--- src/core/opd_pkg.sv ---
// package: constants and types of the upper-range opcode decoder
// Functional notes
// - 0x40 is jump-if-carry, 0x50 jump-if-no-carry, both relative.
// - 0xC0 pushes a direct byte, 0xD0 pops into a direct byte.
// - 0x41/0x61/0xC1/0xE1 are 11-bit jumps; top opcode bits give page.
// - 0x51/0x71/0xD1/0xF1 are 11-bit subroutine calls.
// - 0x60 jumps if accumulator zero, 0x70 if nonzero.
// - 0xE0/0xF0 external read/write by pointer; 0xE2-3/0xF2-3 by R0/R1.
// - 0x42 ORs accumulator into direct byte, 0x43 ORs immediate there.
// - 0x44-0x4F OR into accumulator from imm, direct, @Ri, or Rn.
// - 0x52 ANDs accumulator into direct byte, 0x53 ANDs immediate there.
// - 0x54-0x5F AND into accumulator from imm, direct, @Ri, or Rn.
// - 0x62/0x63 XOR into direct byte from accumulator or immediate.
// - 0x64-0x6F XOR into accumulator from imm, direct, @Ri, or Rn.
// - 0x73 jumps to accumulator plus data pointer.
// - 0x74-0x7F load immediate into acc, direct, @Ri or Rn.
// - 0xC2/0xC3 clear bit/carry, 0xD2/0xD3 set them, 0x72 ORs bit to carry.
// - 0xC4 swaps nibbles, 0xE4 clears, 0xF4 complements accumulator.
// - 0xC5-0xCF exchange accumulator with direct, @Ri or Rn.
// - 0xD6/0xD7 exchange low nibbles of accumulator and @R0/@R1.
// - 0xD4 is decimal adjust of the accumulator.
// - 0xD5 decrement direct and jump if nonzero; 0xD8-0xDF same on Rn.
// - 0xE5-0xEF load accumulator from direct, @Ri or Rn.
// - 0xF5-0xFF store accumulator to direct, @Ri or Rn.
package opd_pkg;
   localparam int OPD_OP_W = 8;
   localparam int OPD_REG_LSB = 0;
   localparam int OPD_REG_W = 3;
   localparam int OPD_RI_BIT = 0;
   localparam int OPD_PAGE_LSB = 5;
   localparam int OPD_PAGE_W = 3;
   localparam int OPD_RANGE_BIT = 6;
   localparam int OPD_LAT_CYC = 1;
   localparam logic [7:0] OPD_OPCODE_RST = 8'h00;

   typedef enum logic [5:0] {
      OPD_C_NONE, OPD_C_JC, OPD_C_JNC, OPD_C_JZ, OPD_C_JNZ,
      OPD_C_AJMP, OPD_C_ACALL, OPD_C_PUSH, OPD_C_POP,
      OPD_C_OR_DA, OPD_C_OR_DI, OPD_C_OR_A,
      OPD_C_AND_DA, OPD_C_AND_DI, OPD_C_AND_A,
      OPD_C_XOR_DA, OPD_C_XOR_DI, OPD_C_XOR_A,
      OPD_C_JMP_IND, OPD_C_LOAD_IMM, OPD_C_OR_CBIT,
      OPD_C_CLR_BIT, OPD_C_CLR_C, OPD_C_SET_BIT, OPD_C_SET_C,
      OPD_C_SWAP, OPD_C_CLR_A, OPD_C_CPL_A, OPD_C_DEC_ADJ,
      OPD_C_XCH, OPD_C_XCHD, OPD_C_DJNZ,
      OPD_C_XRD, OPD_C_XWR, OPD_C_TO_A, OPD_C_FROM_A
   } opd_class_t;

   // operand other than the accumulator (or the accumulator itself)
   typedef enum logic [3:0] {
      OPD_O_NONE, OPD_O_IMM, OPD_O_DIR, OPD_O_IND, OPD_O_REG,
      OPD_O_REL, OPD_O_ADDR11, OPD_O_DPTR, OPD_O_BIT, OPD_O_CARRY, OPD_O_ACC
   } opd_opnd_t;
endpackage

--- src/core/opd_fld_if.sv ---
// interface: opcode in, operand fields out
`timescale 1ns/1ps
interface opd_fld_if;
   import opd_pkg::*;
   logic [OPD_OP_W-1:0] opcode;
   logic [OPD_REG_W-1:0] reg_num;
   logic ri_sel;
   logic [OPD_PAGE_W-1:0] page;
   modport producer (input opcode, output reg_num, ri_sel, page);
   modport consumer (output opcode, input reg_num, ri_sel, page);
endinterface

--- src/core/opd_dec.sv ---
// top: classifies opcodes 0x40-0x7f and 0xc0-0xff, one cycle latency
`timescale 1ns/1ps
module opd_dec
   import opd_pkg::*;
(
   // clock and reset
   input wire logic i_ref_clk,
   input wire logic i_rst_n,
   // opcode from fetch
   input wire logic i_op_valid,
   input wire logic [7:0] i_opcode,
   // decoded result to execution control
   output logic o_valid,
   output logic o_known,
   output logic [7:0] o_opcode,
   output opd_class_t o_op_class,
   output opd_opnd_t o_opnd,
   output logic [2:0] o_reg_num,
   output logic o_ri_sel,
   output logic [2:0] o_page
);

   opd_fld_if fld ();
   opd_class_t cls_d;
   opd_opnd_t opnd_d;
   logic known_d;

   // low nibble 4..f of the alu, move and exchange groups picks the source
   function automatic opd_opnd_t alu_src(input logic [3:0] lo);
      opd_opnd_t r;
      r = OPD_O_NONE;
      case (lo)
         4'h4: r = OPD_O_IMM;
         4'h5: r = OPD_O_DIR;
         4'h6, 4'h7: r = OPD_O_IND;
         default: r = lo[3] ? OPD_O_REG : OPD_O_NONE;
      endcase
      return r;
   endfunction

   assign fld.opcode = i_opcode;

   opd_field_xtr u_fld (
      .fld (fld)
   );

   // both covered ranges are exactly the opcodes with bit 6 set
   assign known_d = i_opcode[OPD_RANGE_BIT];

   always_comb begin
      cls_d = OPD_C_NONE;
      opnd_d = OPD_O_NONE;
      if (known_d) begin
         casez (i_opcode)
            8'h40: begin
               cls_d = OPD_C_JC;
               opnd_d = OPD_O_REL;
            end
            8'h50: begin
               cls_d = OPD_C_JNC;
               opnd_d = OPD_O_REL;
            end
            8'h60: begin
               cls_d = OPD_C_JZ;
               opnd_d = OPD_O_REL;
            end
            8'h70: begin
               cls_d = OPD_C_JNZ;
               opnd_d = OPD_O_REL;
            end
            8'b???0_0001: begin
               cls_d = OPD_C_AJMP;
               opnd_d = OPD_O_ADDR11;
            end
            8'b???1_0001: begin
               cls_d = OPD_C_ACALL;
               opnd_d = OPD_O_ADDR11;
            end
            8'hc0: begin
               cls_d = OPD_C_PUSH;
               opnd_d = OPD_O_DIR;
            end
            8'hd0: begin
               cls_d = OPD_C_POP;
               opnd_d = OPD_O_DIR;
            end
            8'h42: begin
               cls_d = OPD_C_OR_DA;
               opnd_d = OPD_O_DIR;
            end
            8'h43: begin
               cls_d = OPD_C_OR_DI;
               opnd_d = OPD_O_DIR;
            end
            8'h52: begin
               cls_d = OPD_C_AND_DA;
               opnd_d = OPD_O_DIR;
            end
            8'h53: begin
               cls_d = OPD_C_AND_DI;
               opnd_d = OPD_O_DIR;
            end
            8'h62: begin
               cls_d = OPD_C_XOR_DA;
               opnd_d = OPD_O_DIR;
            end
            8'h63: begin
               cls_d = OPD_C_XOR_DI;
               opnd_d = OPD_O_DIR;
            end
            8'h72: begin
               cls_d = OPD_C_OR_CBIT;
               opnd_d = OPD_O_BIT;
            end
            8'h73: begin
               cls_d = OPD_C_JMP_IND;
               opnd_d = OPD_O_DPTR;
            end
            8'h74: begin
               cls_d = OPD_C_LOAD_IMM;
               opnd_d = OPD_O_ACC;
            end
            8'hc2: begin
               cls_d = OPD_C_CLR_BIT;
               opnd_d = OPD_O_BIT;
            end
            8'hc3: begin
               cls_d = OPD_C_CLR_C;
               opnd_d = OPD_O_CARRY;
            end
            8'hd2: begin
               cls_d = OPD_C_SET_BIT;
               opnd_d = OPD_O_BIT;
            end
            8'hd3: begin
               cls_d = OPD_C_SET_C;
               opnd_d = OPD_O_CARRY;
            end
            8'hc4: begin
               cls_d = OPD_C_SWAP;
               opnd_d = OPD_O_ACC;
            end
            8'he4: begin
               cls_d = OPD_C_CLR_A;
               opnd_d = OPD_O_ACC;
            end
            8'hf4: begin
               cls_d = OPD_C_CPL_A;
               opnd_d = OPD_O_ACC;
            end
            8'hd4: begin
               cls_d = OPD_C_DEC_ADJ;
               opnd_d = OPD_O_ACC;
            end
            8'hd5: begin
               cls_d = OPD_C_DJNZ;
               opnd_d = OPD_O_DIR;
            end
            8'b1101_1???: begin
               cls_d = OPD_C_DJNZ;
               opnd_d = OPD_O_REG;
            end
            8'b1101_011?: begin
               cls_d = OPD_C_XCHD;
               opnd_d = OPD_O_IND;
            end
            8'he0: begin
               cls_d = OPD_C_XRD;
               opnd_d = OPD_O_DPTR;
            end
            8'hf0: begin
               cls_d = OPD_C_XWR;
               opnd_d = OPD_O_DPTR;
            end
            8'b1110_001?: begin
               cls_d = OPD_C_XRD;
               opnd_d = OPD_O_IND;
            end
            8'b1111_001?: begin
               cls_d = OPD_C_XWR;
               opnd_d = OPD_O_IND;
            end
            default: begin
               // remaining slots are the source-selected groups
               opnd_d = alu_src(i_opcode[3:0]);
               case (i_opcode[7:4])
                  4'h4: cls_d = OPD_C_OR_A;
                  4'h5: cls_d = OPD_C_AND_A;
                  4'h6: cls_d = OPD_C_XOR_A;
                  4'h7: cls_d = OPD_C_LOAD_IMM;
                  4'hc: cls_d = OPD_C_XCH;
                  4'he: cls_d = OPD_C_TO_A;
                  4'hf: cls_d = OPD_C_FROM_A;
                  default: cls_d = OPD_C_NONE;
               endcase
               // load-immediate low nibble 4 names the accumulator as destination
               if (i_opcode[7:4] == 4'h7 && opnd_d == OPD_O_IMM) begin
                  opnd_d = OPD_O_ACC;
               end
               if (cls_d == OPD_C_NONE) begin
                  opnd_d = OPD_O_NONE;
               end
            end
         endcase
      end
   end

   // handshake pulse follows the request by one cycle
   always_ff @(posedge i_ref_clk or negedge i_rst_n) begin
      if (!i_rst_n) begin
         o_valid <= 1'b0;
      end else begin
         o_valid <= i_op_valid;
      end
   end

   // result registers only load on a request, so they hold between opcodes
   always_ff @(posedge i_ref_clk or negedge i_rst_n) begin
      if (!i_rst_n) begin
         o_known <= 1'b0;
         o_opcode <= OPD_OPCODE_RST;
         o_op_class <= OPD_C_NONE;
         o_opnd <= OPD_O_NONE;
      end else if (i_op_valid) begin
         o_known <= known_d;
         o_opcode <= i_opcode;
         o_op_class <= cls_d;
         o_opnd <= opnd_d;
      end
   end

   always_ff @(posedge i_ref_clk or negedge i_rst_n) begin
      if (!i_rst_n) begin
         o_reg_num <= '0;
         o_ri_sel <= 1'b0;
         o_page <= '0;
      end else if (i_op_valid) begin
         o_reg_num <= fld.reg_num;
         o_ri_sel <= fld.ri_sel;
         o_page <= fld.page;
      end
   end
endmodule // opd_dec

--- src/core/opd_field_xtr.sv ---
// operand field extractor: register number, indirect select, jump page
`timescale 1ns/1ps
module opd_field_xtr
   import opd_pkg::*;
(
   opd_fld_if.producer fld
);
   // register and pointer selects come straight from the low opcode bits
   assign fld.reg_num = fld.opcode[OPD_REG_LSB +: OPD_REG_W];
   assign fld.ri_sel = fld.opcode[OPD_RI_BIT];
   // upper three bits form address bits 10:8 of 11-bit jumps and calls
   assign fld.page = fld.opcode[OPD_PAGE_LSB +: OPD_PAGE_W];
endmodule // opd_field_xtr

--- config.mk ---
export PLATFORM = sky130hd
export DESIGN_NAME = opd_dec
export DESIGN_NICKNAME = d
export VERILOG_FILES = /design/src/core/opd_pkg.sv /design/src/core/opd_fld_if.sv /design/src/core/opd_dec.sv /design/src/core/opd_field_xtr.sv
export SDC_FILE = /design/constraint.sdc
export NUM_CORES = 1
export LEC_CHECK = 0
export ABC_AREA = 1
export ABC_CLOCK_PERIOD_IN_PS = 1100
export BUFFER_PORTS_ARGS = -buffer_cell sky130_fd_sc_hd__buf_2
export CORE_UTILIZATION = 40
export CTS_BUF_LIST = sky130_fd_sc_hd__clkbuf_2 sky130_fd_sc_hd__clkbuf_4 sky130_fd_sc_hd__clkbuf_8
export DETAILED_ROUTE_END_ITERATION = 10
export GPL_TIMING_DRIVEN = 0
export PLACE_DENSITY = 0.62
export SKIP_CTS_REPAIR_TIMING = 1
export SYNTH_ARGS = -nofsm -noshare
export SYNTH_HDL_FRONTEND = slang
export SYNTH_SLANG_ARGS = --single-unit
--- constraint.sdc ---
create_clock -name i_ref_clk -period 1.1 [get_ports i_ref_clk]
set_input_delay 0.055 -clock i_ref_clk [delete_from_list [all_inputs] [get_ports i_ref_clk]]
set_output_delay 0.055 -clock i_ref_clk [all_outputs]
set_load 0.02 [all_outputs]
==> metrics.md, run 1 <==
| Metric | Value |
|---|---|
| Outcome | `completed` |
| Worst path top cell family by delay | `simple AND/OR/NAND/NOR gates` |
| Yosys reg bits | `19` |
| Critical Path Source Type | `primary input` |
| RD Place Congestion | `0.918` |
| Vias per cell | `about 5.3` |
| Period utilization | `99.3%` |
| GR Overflow Total | `0` |
| Clock Path Buffers | `2` |
| Crit path arrival time | `1240 ps` |
| Buf+Inv Stages, Crit Path | `3` |
| H-tree lvl count | `1` |
| Area grow syn2layout | `50.1%` |
| Critical Path Most Common Cell | `nand2_1` |
| Hold Crit Class | `in -> reg` |
| Pin count of the biggest net entering global routing | `20` |
| Worst path slowest cell | `nor2_2` |
| Final ANT Viol Nets | `0` |
| Die width | `66.3 µm` |
| Die area | `~0.0044 mm²` |
| Leakage | `1.35 nW` |
| Vias in the first global route | `approximately 1700` |
| PwrDens | `~850 mW/mm²` |
| Layout cells sized above 1 | `between 40% and 50%` |
| Yosys cell types | `23` |
| Setup violators final | `0` |
| CTS Buf Count | `3` |
| Setup TNS | `0 ps` |
| Cells after Synth | `275` |
| Via count | `between 2000 and 2500` |
| RSZ-0062 raised after global routing | `true` |
| Reg2Reg Depth | `2` |
| Worst hold stages | `1` |
| Max_slew headroom | `just over 70%` |
| Maximum vdd drop | `between 0.3 and 0.4 mV` |
| First-pass GRT wire length | `7760 µm` |
| Detail Placement HPWL | `around 3800 µm` |
| CP Cell Sequence | `buf_8, inv_8, nand2_2, nor2_2, nand2_1, inv_1, nor2_4, nand2_2, nor2_4, nand2_4, nand2_1, nand3_1, nand2_1` |
| I/O Buffers | `37` |
| Final Hold Viols | `0` |
| Crit path from | `i_opcode[4]` |
| Core Rows | `23` |
| # clock sinks | `19` |
| Initial antenna violation count | `0` |
| Min-delay src | `i_op_valid` |
| Reg2reg start | `o_opcode[0]` |
| Syn Nets | `between 200 and 300` |
| Initial Util | `41.4%` |
| Synthesized area per cell | `6.02 µm²` |
| Synth Warn # | `0` |
| Crit Path Class | `in -> reg` |
| Diodes inserted | `0` |
| Number of fill cells | `~380` |
| Core box area | `between 0.004 and 0.005 mm²` |
| Die Y | `between 60 and 70 µm` |
| Drt total wl | `~5400 µm` |
| Sequential-to-total area share from yosys stat | `~29%` |
| CP max FO | `9` |
| Post-DP Area | `0.00193 mm²` |
| Critical path capture point type | `flip-flop` |
| Flop2flop setup slack | `420 ps` |
| Worst-path clk slew | `~70 ps` |
| Mapped cell area | `~0.0017 mm²` |
| TritonCTS clock tree | `built` |
| DRT Pass-1 Iters | `5` |
| Required @ worst endpoint | `1250 ps` |
| Min Tclk post-route | `roughly 1100 ps` |
| Starting DRT DRC Count | `around 130` |
| Fmax | `915 MHz` |
| WHS Endpoint | `o_valid` |
| DRC violations left | `0` |
| Max incr delay on CP | `about 190 ps` |
| NumNets Final | `between 300 and 400` |
| RR Endpoint | `o_opcode[0]` |
| Worst-Skew Late Latency | `~250 ps` |
| GRT Util Overall | `23.5%` |
| Ports | `38` |
| Core Util, Final | `62.1%` |
| Most frequent cells in the layout | `nand2_1 (76), nor2_1 (39), buf_2 (29), nand3_1 (24), buf_4 (21)` |
| Slew Viols, Final | `0` |
| Max Cap Viol | `0` |
| Most common cell after layout, fill and taps aside | `nand2_1` |
| Actual slew at the worst max-slew pin | `around 430 ps` |
| Layout Skew | `0 ps` |
| Post-route cell area | `around 0.0025 mm²` |
| Wire length per cell | `~14 µm` |
| CTS Root Cell | `clkbuf_8` |
[logic make-up (layout without fill, tap and decap cells)]
| family | after synthesis | count (layout) | share of synthesized area, % |
|---|---|---|---|
| AND/OR/NAND/NOR | 204 | 206 | 55.8 |
| buffers and inverters | 34 | 90 | 9.68 |
| flip-flops | 19 | 19 | 28.7 |
| AO/OA/AOI/OAI | 18 | 18 | 5.82 |
[worst register-to-register path: cells and delay by family, from the launching register on]
kind	cells	cell delay [ps]
AOI/OAI and AO/OA	1	70
and+or+nand+nor	1	80
DFF	1	410
[Yosys cell counts]
library cell / count / area share (%)
a21oi_1: 2 / 0.60
and2_1: 2 / 0.76
buf_4: 8 / 3.6
clkbuf_1: 2 / 0.45
clkinv_1: 1 / 0.23
dfrtp_1: 19 / 29
inv_1: 17 / 3.9
inv_2: 5 / 1.1
inv_4: 1 / 0.38
nand2_1: 93 / 21
nand2_2: 9 / 3.4
nand2_4: 3 / 2.0
nand3_1: 32 / 9.7
nand3_2: 2 / 1.2
nand4_1: 4 / 1.5
nor2_1: 49 / 11
nor2_2: 5 / 1.9
nor2_4: 4 / 2.7
o211ai_1: 1 / 0.45
o21ai_0: 13 / 3.9
o21ai_1: 1 / 0.30
o21ai_2: 1 / 0.53
or2_2: 1 / 0.38
[worst max path at each step]
stage                          endpoint  slack [ps]  cells past startpoint
after floorplan           o_op_class[0]           1                     11
after global placement        o_opnd[0]        -440                     13
after detailed placement      o_opnd[0]        -420                     12
after CTS                     o_opnd[0]        -160                     12
after global routing          o_opnd[2]         -70                     12
final                     o_op_class[2]           7                     13
[flip-flops by register name (all words and copies together) (netlist names)]
register and cells:
o_op_class 6, o_page 1, o_valid 1, o_opcode 7, o_opnd 4
[stage by stage]
stage / setup slack [ps] / hold WS [ps] / cells / total power (W)
after global placement: -441 / 13.5 / 362 / 0.00143
after global routing: -68.4 / 6.40 / 383 / 0.00223
after floorplan: 1.01 / -241 / 275 / 0.00122
after detailed placement: -421 / 15.0 / 362 / 0.00143
after CTS: -164 / -259 / 366 / 0.00193
final: 7.49 / 9.18 / 383 / 0.00212
[cell type report]
type / instances / area (µm²) / area share (%)
Buffer: 10 / 67.6 / 2.72
Clock buffer: 4 / 48.8 / 1.96
Inverter: 24 / 138 / 5.54
Multi-Input combinational cell: 224 / 1290 / 51.9
Sequential cell: 19 / 475 / 19.1
Tap cell: 50 / 62.6 / 2.52
Timing Repair Buffer: 52 / 404 / 16.3
[power breakdown]
part	internal [W]	total, W	switching [W]
combinational	0.000314	0.000825	0.000512
clock	0.000282	0.000499	0.000217
sequential	0.000761	0.000795	0.0000335
[per-layer routing]
layer	track usage [%]	up-vias	routed length, µm
li1	-	988	-
met1	32.2	893	2260
met2	37.8	104	2460
met3	1.21	31	374
met4	10.6	0	277
met5	0	-	0
Note: power is estimated with default switching activity, not from simulation.
==> run 2, diff against run 1 <==
GPL_TIMING_DRIVEN = unset   (was 0)
RECOVER_POWER = 100   (was unset)
==> run 2 against run 1 <==
  * The run now ends with negative setup slack left
  * Register-to-register slack hardly changed
  * Global-route usage is 2.4 points higher
  * Worst setup slack worse by 49 ps
==> metrics.md, run 2 (same netlist as run 1, synthesis figures left out) <==
| Metric | Value |
|---|---|
| Post-route cell area | `0.00279 mm² (+12%)` |
| Critical path capture point type | `flip-flop` |
| Final worst setup slack | `-41.6 ps (-49.1 ps)` |
| Drt total wl | `6120 µm (+14%)` |
| CTS Root Cell | `clkbuf_8` |
| Vias in the first global route | `1833 (+10%)` |
| Failing checks | `negative setup slack` |
| Period utilization | `104% (+4.5 points)` |
| Crit path arrival time | `1330 ps (+90 ps)` |
| Core box area | `0.00400 mm² (unchanged)` |
| Slew Viols, Final | `0 (unchanged)` |
| Wire length per cell | `14.4 µm (+2.6%)` |
| First-pass GRT wire length | `8620 µm (+11%)` |
| DRT Pass-1 Iters | `4 (-1)` |
| Die Y | `66.3 µm (unchanged)` |
| Required @ worst endpoint | `1290 ps (+40 ps)` |
| Area grow syn2layout | `68.6%` |
| Core Rows | `23 (unchanged)` |
| Die width | `66.3 µm (unchanged)` |
| Die area | `0.00440 mm² (unchanged)` |
| PwrDens | `781 mW/mm² (-8.4%)` |
| Biggest regs | `o_opcode x7, o_op_class x6, o_opnd x4` |
| Critical Path Source Type | `primary input` |
| Most common cell after layout, fill and taps aside | `nand2_1` |
| Critical Path Most Common Cell | `nand2_2` |
| Diodes inserted | `0 (unchanged)` |
| Vias per cell | `5.04 (-4.2%)` |
| GR Overflow Total | `0 (unchanged)` |
| Fmax | `876 MHz (-4.3%)` |
| Leakage | `1.47 nW (+9.2%)` |
| Starting DRT DRC Count | `114 (-15%)` |
| Pin count of the biggest net entering global routing | `26 (+30%)` |
| NumNets Final | `387 (+12%)` |
| Worst-Skew Late Latency | `250 ps (about the same)` |
| Initial Util | `41.4% (unchanged)` |
| Ports | `38 (unchanged)` |
| CTS Buf Count | `3 (unchanged)` |
| Max Cap Viol | `0 (unchanged)` |
| Hold Crit Class | `in -> reg` |
| TritonCTS clock tree | `built` |
| Worst path slowest cell | `nor2_4` |
| I/O Buffers | `37 (unchanged)` |
| Layout Skew | `0 ps (unchanged)` |
| Clock Path Buffers | `2 (unchanged)` |
| Actual slew at the worst max-slew pin | `460 ps (+30.9 ps)` |
| Reg2reg start | `o_opcode[0]` |
| Worst hold margin | `1.18 ps (-7.99 ps)` |
| Min-delay src | `i_op_valid` |
| Setup violators final | `8 (+8)` |
| Via count | `2144 (+6.3%)` |
| Final Hold Viols | `0 (unchanged)` |
| Maximum vdd drop | `0.358 mV (-4.0%)` |
| Core Util, Final | `69.8% (+7.6 points)` |
| Final ANT Viol Nets | `0 (unchanged)` |
| Layout cells sized above 1 | `44.3% (+3.4 points)` |
| Post-DP Area | `0.00225 mm² (+17%)` |
| RSZ-0062 raised after global routing | `true` |
| Crit Path Class | `in -> reg` |
| Min Tclk post-route | `1140 ps (+49.1 ps)` |
| Worst-path clk slew | `70 ps (about the same)` |
| RD Place Congestion | `0.965 (+5.1%)` |
| Overall power | `0.00218 W (+2.8%)` |
| CP max FO | `8 (-1)` |
| Max_slew headroom | `69.4% (-2.1 points)` |
| Initial antenna violation count | `0 (unchanged)` |
| DRC violations left | `0 (unchanged)` |
| Outcome | `complete, but fails checks` |
| GRT Util Overall | `25.9% (+2.4 points)` |
| CP Cell Sequence | `buf_6, buf_6, nand2_4, nor2_2, nand2_2, nand2_2, nor2_4, nand2_2, nor2_4, nand2_4, nand2_2, nand3_2, nand2_1` |
| Max incr delay on CP | `230 ps (+40 ps)` |
| Most frequent cells in the layout | `nand2_1 (73), buf_4 (66), nor2_1 (33), clkbuf_1 (27), nand2_2 (23)` |
| Detail Placement HPWL | `4350 µm (+15%)` |
| Top reg by flops | `o_opcode` |
| Largest register FFs | `7 (unchanged)` |
| # clock sinks | `19 (unchanged)` |
| H-tree lvl count | `1 (unchanged)` |
| Crit path from | `i_opcode[0]` |
-- run 2: metal layers --
layer	share of wire, %	global-route usage, %
met5	0	0
met4	3.3	7.98
met3	6.6	2.41
met2	48	42.5
met1	42	35.4
-- run 2: power by group --
part	switching (W)	internal [W]	total, W
Clock	0.000217	0.000282	0.000499
Sequential	0.0000364	0.000761	0.000798
Combinational	0.000543	0.000340	0.000882
-- run 2: cell type report --
| class | instances | area [µm²] |
|---|---|---|
| inverter | 24 | 143 |
| sequential | 19 | 475 |
| timing repair buffer | 105 | 751 |
| fill | 344 | 1210 |
| clock buffer | 4 | 48.8 |
| tap | 50 | 62.6 |
| multi-input combinational | 223 | 1310 |
-- run 2: path summary, 6_finish.rpt --
| path | depth (start not counted) | slack [ps] | endpoint |
|---|---|---|---|
| max | 13 | -40 | o_op_class[1] |
| min | 1 | 1 | o_valid |
| max reg2reg | 2 | 430 | o_opcode[0] |
| min reg2reg | 2 | 470 | o_op_class[1] |
| max in group asynchronous | 2 | 510 | o_op_class[4] |
| min in group asynchronous | 2 | 270 | o_opcode[0] |
-- run 2: per-stage QoR --
step | TNS, ps | cells | setup WS, ps
after detailed placement | -3290 | 404 | -384
after CTS | -787 | 408 | -120
after global routing | -782 | 425 | -113
after floorplan | 0 | 275 | 1.01
after global placement | -3100 | 404 | -364
final | -143 | 425 | -41.6
-- run 2: worst max-delay path: cells and delay by family --
kind                   cells  cell delay, ps
AND/OR/NAND/NOR           11            1050
buffers and inverters      2             220
